===== src/offset_regs_defines.svh =====
// constants of the offset and clock control register bank
// assumes a 32-bit bus with one register per aligned word
`ifndef OFFSET_REGS_DEFINES_SVH
`define OFFSET_REGS_DEFINES_SVH

// register indices, byte address is four times the index
`define IDX_OFFSET_LOW 8'h66
`define IDX_OFFSET_HIGH 8'h67
`define IDX_FLAG_CTRL 8'h68
`define IDX_PLL_CAL 8'h6b
`define IDX_PLL_CLK 8'h6d
`define IDX_CAL_STATUS 8'hd1

// reset values
`define RST_OFFSET_BYTE 8'h00
`define RST_FLAG_CTRL 8'h24
`define RST_PLL_CAL 8'h08
`define RST_PLL_CLK 8'h00

// field positions
`define BIT_FLAG_INVERT 3
`define BIT_FLAG_ENABLE 2
`define BIT_RECAL_TOGGLE 2
`define BIT_PLL_CLK_EN 5
`define DLY_MSB 3
`define DLY_LSB 1
`define PLL_CLK_WMASK 8'h3f
`define BIT_CAL_BUSY 0

// widths and limits
`define SAMPLE_W 12
`define OFFSET_W 16
`define SUM_W 18
`define FRAC_W 2
`define SAT_POS 12'h7ff
`define SAT_NEG 12'h800
`define DLY_SEL_W 4
`define DLY_DEPTH 16
`define DLY_BIG_BASE 4'h8

// bus
`define HTRANS_NONSEQ_BIT 1
`define RESP_OKAY 1'b0
`define BYTE_ZERO_PAD 24'h00_0000

`endif


===== src/offset_regs_pkg.sv =====
// types shared by the offset and clock control register bank
// assumes the defines header is on the include path
`include "offset_regs_defines.svh"
package offset_regs_pkg;
	typedef struct packed {
		logic overrange_flag;
		logic word_clock_flag;
	} flag_pair_t;

	typedef logic [`SAMPLE_W-1:0] sample_t;
endpackage


===== src/offset_saturator.sv =====
// adds a quarter-lsb offset to one sample and clamps to the code range
// assumes samples are two's complement and synchronous to hclk
`timescale 1ns/1ns
`include "offset_regs_defines.svh"
module offset_saturator (
	// clock and reset
	input wire logic hclk,
	input wire logic hresetn,
	input wire logic ce,
	// data
	input wire offset_regs_pkg::sample_t sample_in,
	input wire logic [`OFFSET_W-1:0] offset,
	output offset_regs_pkg::sample_t sample_out
);
	import offset_regs_pkg::*;

	sample_t out_reg;
	sample_t out_next;
	logic signed [`SUM_W-1:0] sum;
	logic signed [`SUM_W-1:0] whole;

	always_comb begin
		// sample scaled to quarter steps, offset sign extended
		sum = $signed({{(`SUM_W-`SAMPLE_W-`FRAC_W){sample_in[`SAMPLE_W-1]}},
			sample_in, {`FRAC_W{1'b0}}})
			+ $signed({{(`SUM_W-`OFFSET_W){offset[`OFFSET_W-1]}}, offset});
		whole = sum >>> `FRAC_W;
		// clamp instead of wrap
		if (whole[`SUM_W-1:`SAMPLE_W-1] != {(`SUM_W-`SAMPLE_W+1){whole[`SUM_W-1]}})
			out_next = whole[`SUM_W-1] ? `SAT_NEG : `SAT_POS;
		else
			out_next = whole[`SAMPLE_W-1:0];
	end

	always_ff @(posedge hclk or negedge hresetn) begin
		if (!hresetn)
			out_reg <= '0;
		else if (ce)
			out_reg <= out_next;
	end

	assign sample_out = out_reg;
endmodule // offset_saturator


===== src/cycle_delay_line.sv =====
// delays a clock-rate level by a selectable number of cycles
// assumes the input is sampled synchronously to hclk
`timescale 1ns/1ns
`include "offset_regs_defines.svh"
module cycle_delay_line (
	// clock and reset
	input wire logic hclk,
	input wire logic hresetn,
	input wire logic ce,
	// data
	input wire logic din,
	input wire logic [`DLY_SEL_W-1:0] sel,
	output logic dout
);
	logic [`DLY_DEPTH-1:0] tap_reg;
	logic [`DLY_DEPTH-1:0] tap_next;
	logic out_reg;
	logic out_next;

	assign tap_next[0] = din;
	genvar i;
	generate
		for (i = 1; i < `DLY_DEPTH; i++) begin : g_tap
			assign tap_next[i] = tap_reg[i-1];
		end
	endgenerate

	always_comb begin
		// tap 0 is the undelayed input
		out_next = tap_next[sel];
	end

	always_ff @(posedge hclk or negedge hresetn) begin
		if (!hresetn) begin
			tap_reg <= '0;
			out_reg <= 1'b0;
		end else if (ce) begin
			tap_reg <= tap_next;
			out_reg <= out_next;
		end
	end

	assign dout = out_reg;
endmodule // cycle_delay_line


===== src/offset_clock_regs.sv =====
// ahb-lite register bank for output offset, flag pair and pll clock
// assumes one clock, single word transfers, synchronous pin inputs
//
// Functional notes
// - every adc sample gets the programmed offset added before output
// - offset is one signed 16-bit value from high and low bytes
// - one offset unit is a quarter output lsb; zero means no offset
// - low byte holds bits 7..0, next index bits 15..8, both reset zero
// - flag pair driven only when enabled, inverted when invert bit set
// - any change of the recalibration bit starts a pll calibration
// - calibration progress readable as a flag at a higher index
// - pll clock passed on only when its enable bit is set, reset off
// - delay applies only when decimation is not in use
//
// The AHB-Lite register port was left to the implementer.
`timescale 1ns/1ns
`include "offset_regs_defines.svh"
module offset_clock_regs (
	// clock, reset, enable
	input wire logic hclk,
	input wire logic hresetn,
	input wire logic ce,
	// ahb-lite slave
	input wire logic hsel,
	input wire logic [31:0] haddr,
	input wire logic [1:0] htrans,
	input wire logic hwrite,
	input wire logic [2:0] hsize,
	input wire logic [31:0] hwdata,
	input wire logic hready,
	output logic [31:0] hrdata,
	output logic hreadyout,
	output logic hresp,
	// sample path
	input wire offset_regs_pkg::sample_t adc_sample,
	input wire offset_regs_pkg::flag_pair_t adc_flags,
	output offset_regs_pkg::sample_t out_sample,
	output offset_regs_pkg::flag_pair_t out_flags,
	output logic flag_pair_oe_n,
	// pll
	input wire logic pll_clk_in,
	input wire logic pll_is_source,
	input wire logic decimation_active,
	input wire logic pll_cal_busy,
	output logic pll_cal_start,
	output logic pll_clk_out
);
	import offset_regs_pkg::*;

	// maps the 3-bit delay code to a cycle count
	function automatic logic [`DLY_SEL_W-1:0] dly_cycles(
		input logic [`DLY_MSB-`DLY_LSB:0] code);
		logic [`DLY_SEL_W-1:0] c;
		c = {1'b0, code};
		if (code == '0 || code == {{(`DLY_MSB-`DLY_LSB){1'b0}}, 1'b1})
			dly_cycles = c;
		else
			dly_cycles = c + `DLY_BIG_BASE;
	endfunction

	// decodes a word address into a register index, valid when mapped
	function automatic logic [8:0] addr_index(input logic [31:0] a);
		addr_index = {(a[31:10] == '0) && (a[1:0] == '0), a[9:2]};
	endfunction

	logic [7:0] off_lo_reg, off_lo_next;
	logic [7:0] off_hi_reg, off_hi_next;
	logic [7:0] flag_ctrl_reg, flag_ctrl_next;
	logic [7:0] pll_cal_reg, pll_cal_next;
	logic [7:0] pll_clk_reg, pll_clk_next;
	logic wr_pend_reg, wr_pend_next;
	logic [7:0] wr_idx_reg, wr_idx_next;
	logic [31:0] rdata_reg, rdata_next;
	logic cal_start_reg, cal_start_next;
	logic [8:0] addr_dec;
	logic take;
	logic [7:0] rd_byte;

	// bus and register file
	always_comb begin
		off_lo_next = off_lo_reg;
		off_hi_next = off_hi_reg;
		flag_ctrl_next = flag_ctrl_reg;
		pll_cal_next = pll_cal_reg;
		pll_clk_next = pll_clk_reg;
		cal_start_next = 1'b0;
		// data phase of a write
		if (wr_pend_reg) begin
			case (wr_idx_reg)
				`IDX_OFFSET_LOW: off_lo_next = hwdata[7:0];
				`IDX_OFFSET_HIGH: off_hi_next = hwdata[7:0];
				`IDX_FLAG_CTRL: flag_ctrl_next = hwdata[7:0];
				`IDX_PLL_CAL: begin
					pll_cal_next = hwdata[7:0];
					cal_start_next = hwdata[`BIT_RECAL_TOGGLE]
						!= pll_cal_reg[`BIT_RECAL_TOGGLE];
				end
				`IDX_PLL_CLK: pll_clk_next = hwdata[7:0] & `PLL_CLK_WMASK;
				default: ;
			endcase
		end
		// address phase
		addr_dec = addr_index(haddr);
		take = hsel && hready && htrans[`HTRANS_NONSEQ_BIT];
		wr_pend_next = take && hwrite && addr_dec[8];
		wr_idx_next = addr_dec[7:0];
		// read sees a write still in its data phase
		case (addr_dec[7:0])
			`IDX_OFFSET_LOW: rd_byte = off_lo_next;
			`IDX_OFFSET_HIGH: rd_byte = off_hi_next;
			`IDX_FLAG_CTRL: rd_byte = flag_ctrl_next;
			`IDX_PLL_CAL: rd_byte = pll_cal_next;
			`IDX_PLL_CLK: rd_byte = pll_clk_next;
			`IDX_CAL_STATUS: begin
				rd_byte = 8'h00;
				rd_byte[`BIT_CAL_BUSY] = pll_cal_busy;
			end
			default: rd_byte = 8'h00;
		endcase
		if (!addr_dec[8])
			rd_byte = 8'h00;
		rdata_next = rdata_reg;
		if (take && !hwrite)
			rdata_next = {`BYTE_ZERO_PAD, rd_byte};
	end

	always_ff @(posedge hclk or negedge hresetn) begin
		if (!hresetn) begin
			off_lo_reg <= `RST_OFFSET_BYTE;
			off_hi_reg <= `RST_OFFSET_BYTE;
			flag_ctrl_reg <= `RST_FLAG_CTRL;
			pll_cal_reg <= `RST_PLL_CAL;
			pll_clk_reg <= `RST_PLL_CLK;
			wr_pend_reg <= 1'b0;
			wr_idx_reg <= '0;
			rdata_reg <= '0;
			cal_start_reg <= 1'b0;
		end else if (ce) begin
			off_lo_reg <= off_lo_next;
			off_hi_reg <= off_hi_next;
			flag_ctrl_reg <= flag_ctrl_next;
			pll_cal_reg <= pll_cal_next;
			pll_clk_reg <= pll_clk_next;
			wr_pend_reg <= wr_pend_next;
			wr_idx_reg <= wr_idx_next;
			rdata_reg <= rdata_next;
			cal_start_reg <= cal_start_next;
		end
	end

	// zero wait states, always okay
	logic ready_reg;
	logic resp_reg;
	always_ff @(posedge hclk or negedge hresetn) begin
		if (!hresetn) begin
			ready_reg <= 1'b1;
			resp_reg <= `RESP_OKAY;
		end else if (ce) begin
			ready_reg <= 1'b1;
			resp_reg <= `RESP_OKAY;
		end
	end

	// sample path with offset
	offset_saturator u_sat (
		.hclk(hclk),
		.hresetn(hresetn),
		.ce(ce),
		.sample_in(adc_sample),
		.offset({off_hi_reg, off_lo_reg}),
		.sample_out(out_sample)
	);

	// flag pair, aligned with the offset stage
	flag_pair_t flags_reg, flags_next;
	logic oe_n_reg, oe_n_next;
	always_comb begin
		oe_n_next = !flag_ctrl_reg[`BIT_FLAG_ENABLE];
		flags_next = '0;
		if (flag_ctrl_reg[`BIT_FLAG_ENABLE])
			flags_next = adc_flags
				^ {2{flag_ctrl_reg[`BIT_FLAG_INVERT]}};
	end

	always_ff @(posedge hclk or negedge hresetn) begin
		if (!hresetn) begin
			flags_reg <= '0;
			oe_n_reg <= 1'b0;
		end else if (ce) begin
			flags_reg <= flags_next;
			oe_n_reg <= oe_n_next;
		end
	end

	// pll clock delay and gate
	logic [`DLY_SEL_W-1:0] dly_sel;
	logic dly_out;
	logic pclk_reg, pclk_next;
	always_comb begin
		dly_sel = '0;
		if (pll_is_source && !decimation_active)
			dly_sel = dly_cycles(pll_clk_reg[`DLY_MSB:`DLY_LSB]);
		pclk_next = pll_clk_reg[`BIT_PLL_CLK_EN] && dly_out;
	end

	cycle_delay_line u_dly (
		.hclk(hclk),
		.hresetn(hresetn),
		.ce(ce),
		.din(pll_clk_in),
		.sel(dly_sel),
		.dout(dly_out)
	);

	always_ff @(posedge hclk or negedge hresetn) begin
		if (!hresetn)
			pclk_reg <= 1'b0;
		else if (ce)
			pclk_reg <= pclk_next;
	end

	assign hrdata = rdata_reg;
	assign hreadyout = ready_reg;
	assign hresp = resp_reg;
	assign out_flags = flags_reg;
	assign flag_pair_oe_n = oe_n_reg;
	assign pll_cal_start = cal_start_reg;
	assign pll_clk_out = pclk_reg;
endmodule // offset_clock_regs


===== config.mk =====
export PLATFORM = sky130hd
export DESIGN_NAME = offset_clock_regs
export DESIGN_NICKNAME = d
export VERILOG_FILES = /design/src/offset_regs_pkg.sv /design/src/offset_saturator.sv /design/src/cycle_delay_line.sv /design/src/offset_clock_regs.sv
export VERILOG_INCLUDE_DIRS = /design/src
export SDC_FILE = /design/constraint.sdc
export NUM_CORES = 1
export LEC_CHECK = 0
export BUFFER_PORTS_ARGS = -buffer_cell sky130_fd_sc_hd__buf_4
export CAP_MARGIN = 20
export CORE_MARGIN = 2
export CORE_UTILIZATION = 40
export CTS_BUF_LIST = sky130_fd_sc_hd__clkbuf_4 sky130_fd_sc_hd__clkbuf_8
export CTS_CLUSTER_SIZE = 10
export DETAILED_ROUTE_END_ITERATION = 8
export GPL_ROUTABILITY_DRIVEN = 0
export GPL_TIMING_DRIVEN = 1
export PLACE_DENSITY = 0.66
export SKIP_LAST_GASP = 1
export SYNTH_ARGS = -nofsm -noshare
export SYNTH_HDL_FRONTEND = slang
export SYNTH_HIERARCHICAL = 1
export SYNTH_SLANG_ARGS = --single-unit

===== constraint.sdc =====
create_clock -name hclk -period 4.5 [get_ports hclk]
set_input_delay 0.9 -clock hclk [delete_from_list [all_inputs] [get_ports hclk]]
set_output_delay 0.9 -clock hclk [all_outputs]
set_load 0.01 [all_outputs]

==> flow_summary.json <==
{
  "yosys.area.top_type_share_pct": 38.2,
  "drc_errors": 0,
  "cts.sinks": 90,
  "root_buffer": "clkbuf_8",
  "finalSetupViolations": 0,
  "grtUsageTotal_pct": 19.6,
  "arrival_ns": 3.62,
  "rsz0062_at_grt": "no",
  "endpoint_kind": "flip-flop",
  "crit_fanout": 9,
  "cap_violations": 0,
  "path_clk_slew_ns": 0.10,
  "antenna_left": 0,
  "grt_pass1_vias": 4441,
  "htreeDepth": 3,
  "ctsResizeCount": 0,
  "die_y_um": 123,
  "worst_clock_skew_ns": 0.0123,
  "core_sq_um": 13900,
  "cts_tree": "built",
  "seq_area_frac_synth_pct": 39.6,
  "synth-edff-count": 0,
  "cts_hold_buf": 0,
  "grt_pass1_wl_um": 23000,
  "drive_above_1_share_pct": 30.8,
  "clk_path_buf_depth": 2,
  "drt_iter0_markers": 374,
  "num_vias": 4544,
  "dp_hpwl_um": 10500,
  "diodes": 0,
  "fin_ws_ns": 1.11,
  "dp_slack_ns": 0.742,
  "setup-tns-final_ns": 0,
  "ys_top_cells_by_area": "dfrtp_1, mux2_2, mux2i_1, buf_4, ha_1",
  "instances_no_fill": 806,
  "r2r-start": "off_lo_reg[2]$_DFFE_PN0P_",
  "post_drt_wl_per_cell_um": 17.6,
  "r2r_slack_ns": 1.32,
  "async_flop_share_pct": 100,
  "antenna_found_initial": 0,
  "crit_required_ns": 4.73,
  "status": "finished clean",
  "r2r_cells": 11,
  "cts_setup_buffers": 0,
  "netlist_area_sq_um": 5690,
  "grt-ovfl-total": 0,
  "nets": 729,
  "slew_headroom_pct": 34.4,
  "dp_cells": 790,
  "p_leak_nw": 2.99,
  "powerDensity_nw_per_um2": 271,
  "dr_wl_met3_um": 841,
  "wirelength_um": 14200,
  "start_util_pct": 41.0,
  "clk_latency_ns": 0.36,
  "path_class": "input port to flip-flop",
  "worstHoldStart": "pll_clk_reg[6]$_DFFE_PN0P_",
  "synth-seq-cells": 90,
  "hold_slack_ns": 0.497,
  "dr_wl_met2_um": 6590,
  "top_layer": "met4",
  "layout_min_cycle_time_ns": 3.39,
  "syn_inst": 543,
  "ios": 144,
  "avgViaCountPerCell": 5.64,
  "yosysTopAreaCell": "dfrtp_1",
  "m1WireLength_um": 6260,
  "regToRegEndpoint": "u_sat/sample_out[2]$_DFFE_PN0P_",
  "die_area_sq_um": 15200,
  "yosysWarnings": 6,
  "timing.fmax_mhz": 295,
  "avgSynthCellArea_sq_um": 10.5,
  "firstDrtPassIters": 5,
  "largest_reg_flops": 15,
  "finalCritPeriodShare_pct": 75.3,
  "whs_endpoint": "pll_clk_reg[6]$_DFFE_PN0P_",
  "io_buffers": 89,
  "num_rows": 43,
  "total_power_mw": 1.80,
  "hold_depth": 1,
  "numCtsBuffers": 9,
  "irDropWorstVdd_mv": 0.162,
  "worst_pin_slew_ns": 0.977,
  "ys.flop_type": "dfrtp_1",
  "slew_violations": 0,
  "worstHoldPathType": "flip-flop to flip-flop",
  "grt_max_degree": 62,
  "syn_to_final_growth_pct": 16.4,
  "timing_hold_violations_final": 0,
  "critPathLaunchType": "input port",
  "die_x_um": 123,
  "yosysUniqueCellTypes": 72
}
worst max-delay path, cell delays in order:
cell      delay (ns)
buf_4           0.11
ha_1            0.20
inv_1           0.08
fa_1            0.17
nand2b_1        0.15
a21oi_1         0.12
o221a_1         0.25
or4_1           0.49
and3_4          0.21
and4_1          0.22
nor4_4          0.52
o32ai_1         0.18
kinds of logic (layout without fill, tap and decap cells):
family	Yosys count	after routing	share of synthesized area [%]
other	2	26	0.132
and+or+nand+nor	170	170	18.1
adders and majority gates	15	15	3.43
muxes	89	89	18.3
xor gates and xnor gates	10	10	1.54
DFF	90	90	39.6
AOI/OAI and AO/OA	99	99	12.3
buffers and inverters	68	127	6.46
cells in the mapped netlist (all sizes together), types with 3 or more instances:
library cell	instances
mux2i	20
and4b	3
nand2	20
and4	5
o211ai	7
or3	5
and2	10
mux4	4
nor4	8
a22o	4
a21o	4
dfrtp	87
a2111oi	3
buf	36
nor2	27
a221oi	3
a211oi	3
and3	7
nand2b	6
xnor2	6
o31a	4
nand3	32
o22ai	13
mux2	65
a31oi	3
a21oi	13
o31ai	4
nand4	14
nor3	5
o21ai	20
inv	15
dfstp	3
nor4b	5
nor2b	7
nand4b	3
clkbuf	17
ha	14
xor2	4
worst max-delay path by stage:
stage | end | slack (ns) | start | cells after the start
floorplan | u_sat/sample_out[2]$_DFFE_PN0P_ | 1.17 | adc_sample[0] | 11
global placement | u_sat/sample_out[2]$_DFFE_PN0P_ | 0.79 | adc_sample[0] | 12
detailed placement | u_sat/sample_out[2]$_DFFE_PN0P_ | 0.74 | adc_sample[0] | 12
CTS | u_sat/sample_out[2]$_DFFE_PN0P_ | 1.14 | adc_sample[0] | 12
global route | u_sat/sample_out[2]$_DFFE_PN0P_ | 0.94 | adc_sample[0] | 13
finish | u_sat/sample_out[2]$_DFFE_PN0P_ | 1.11 | adc_sample[0] | 12
power breakdown:
| part | leakage [nW] | internal [mW] | total, mW | switching [mW] |
|---|---|---|---|---|
| Clock | 0.106 | 0.290 | 0.587 | 0.297 |
| Combinational | 1.72 | 0.147 | 0.278 | 0.130 |
| Sequential | 1.16 | 0.880 | 0.933 | 0.0532 |
| Total | 2.99 | 1.32 | 1.80 | 0.480 |
cells in the final DEF, fill, tap and decap left out, drive strengths merged, types with 4 or more instances in the layout:
| master | instances |
|---|---|
| mux4 | 4 |
| xnor2 | 6 |
| xor2 | 4 |
| o21ai | 20 |
| mux2 | 65 |
| nor2b | 7 |
| nand2 | 20 |
| o31ai | 4 |
| dfrtp | 87 |
| and2 | 10 |
| ha | 14 |
| nor3 | 5 |
| inv | 17 |
| nand4 | 14 |
| and4 | 5 |
| o22ai | 13 |
| nor4 | 8 |
| clkbuf | 11 |
| conb | 26 |
| a21o | 4 |
| o211ai | 7 |
| o31a | 4 |
| buf | 96 |
| nor4b | 5 |
| nor2 | 27 |
| or3 | 5 |
| nand2b | 6 |
| a22o | 4 |
| a21oi | 13 |
| mux2i | 20 |
| nand3 | 32 |
| and3 | 7 |
final cells by class:
class | instances | area, sq um
multi-input cells | 409 | 3160
well taps | 180 | 225
fillers | 1290 | 7250
clock inverters | 5 | 60.1
flip-flops and latches | 90 | 2260
clock buffers | 11 | 151
repair buffers | 96 | 718
inverters | 15 | 56.3
stage by stage:
step                      util [%]  area, sq um
after detailed placement      46.2         6420
final                         47.7         6630
after global routing          47.7         6630
after global placement        46.2         6410
after CTS                     47.7         6630
after floorplan                  -         5780
per-layer routing:
metal | vias up | global-route usage [%]
li1 | 2152 | -
met1 | 2203 | 26.2
met2 | 160 | 31.2
met3 | 29 | 3.46
met4 | 0 | 8.59
met5 | - | 0
(Power assumes the default switching activity.)
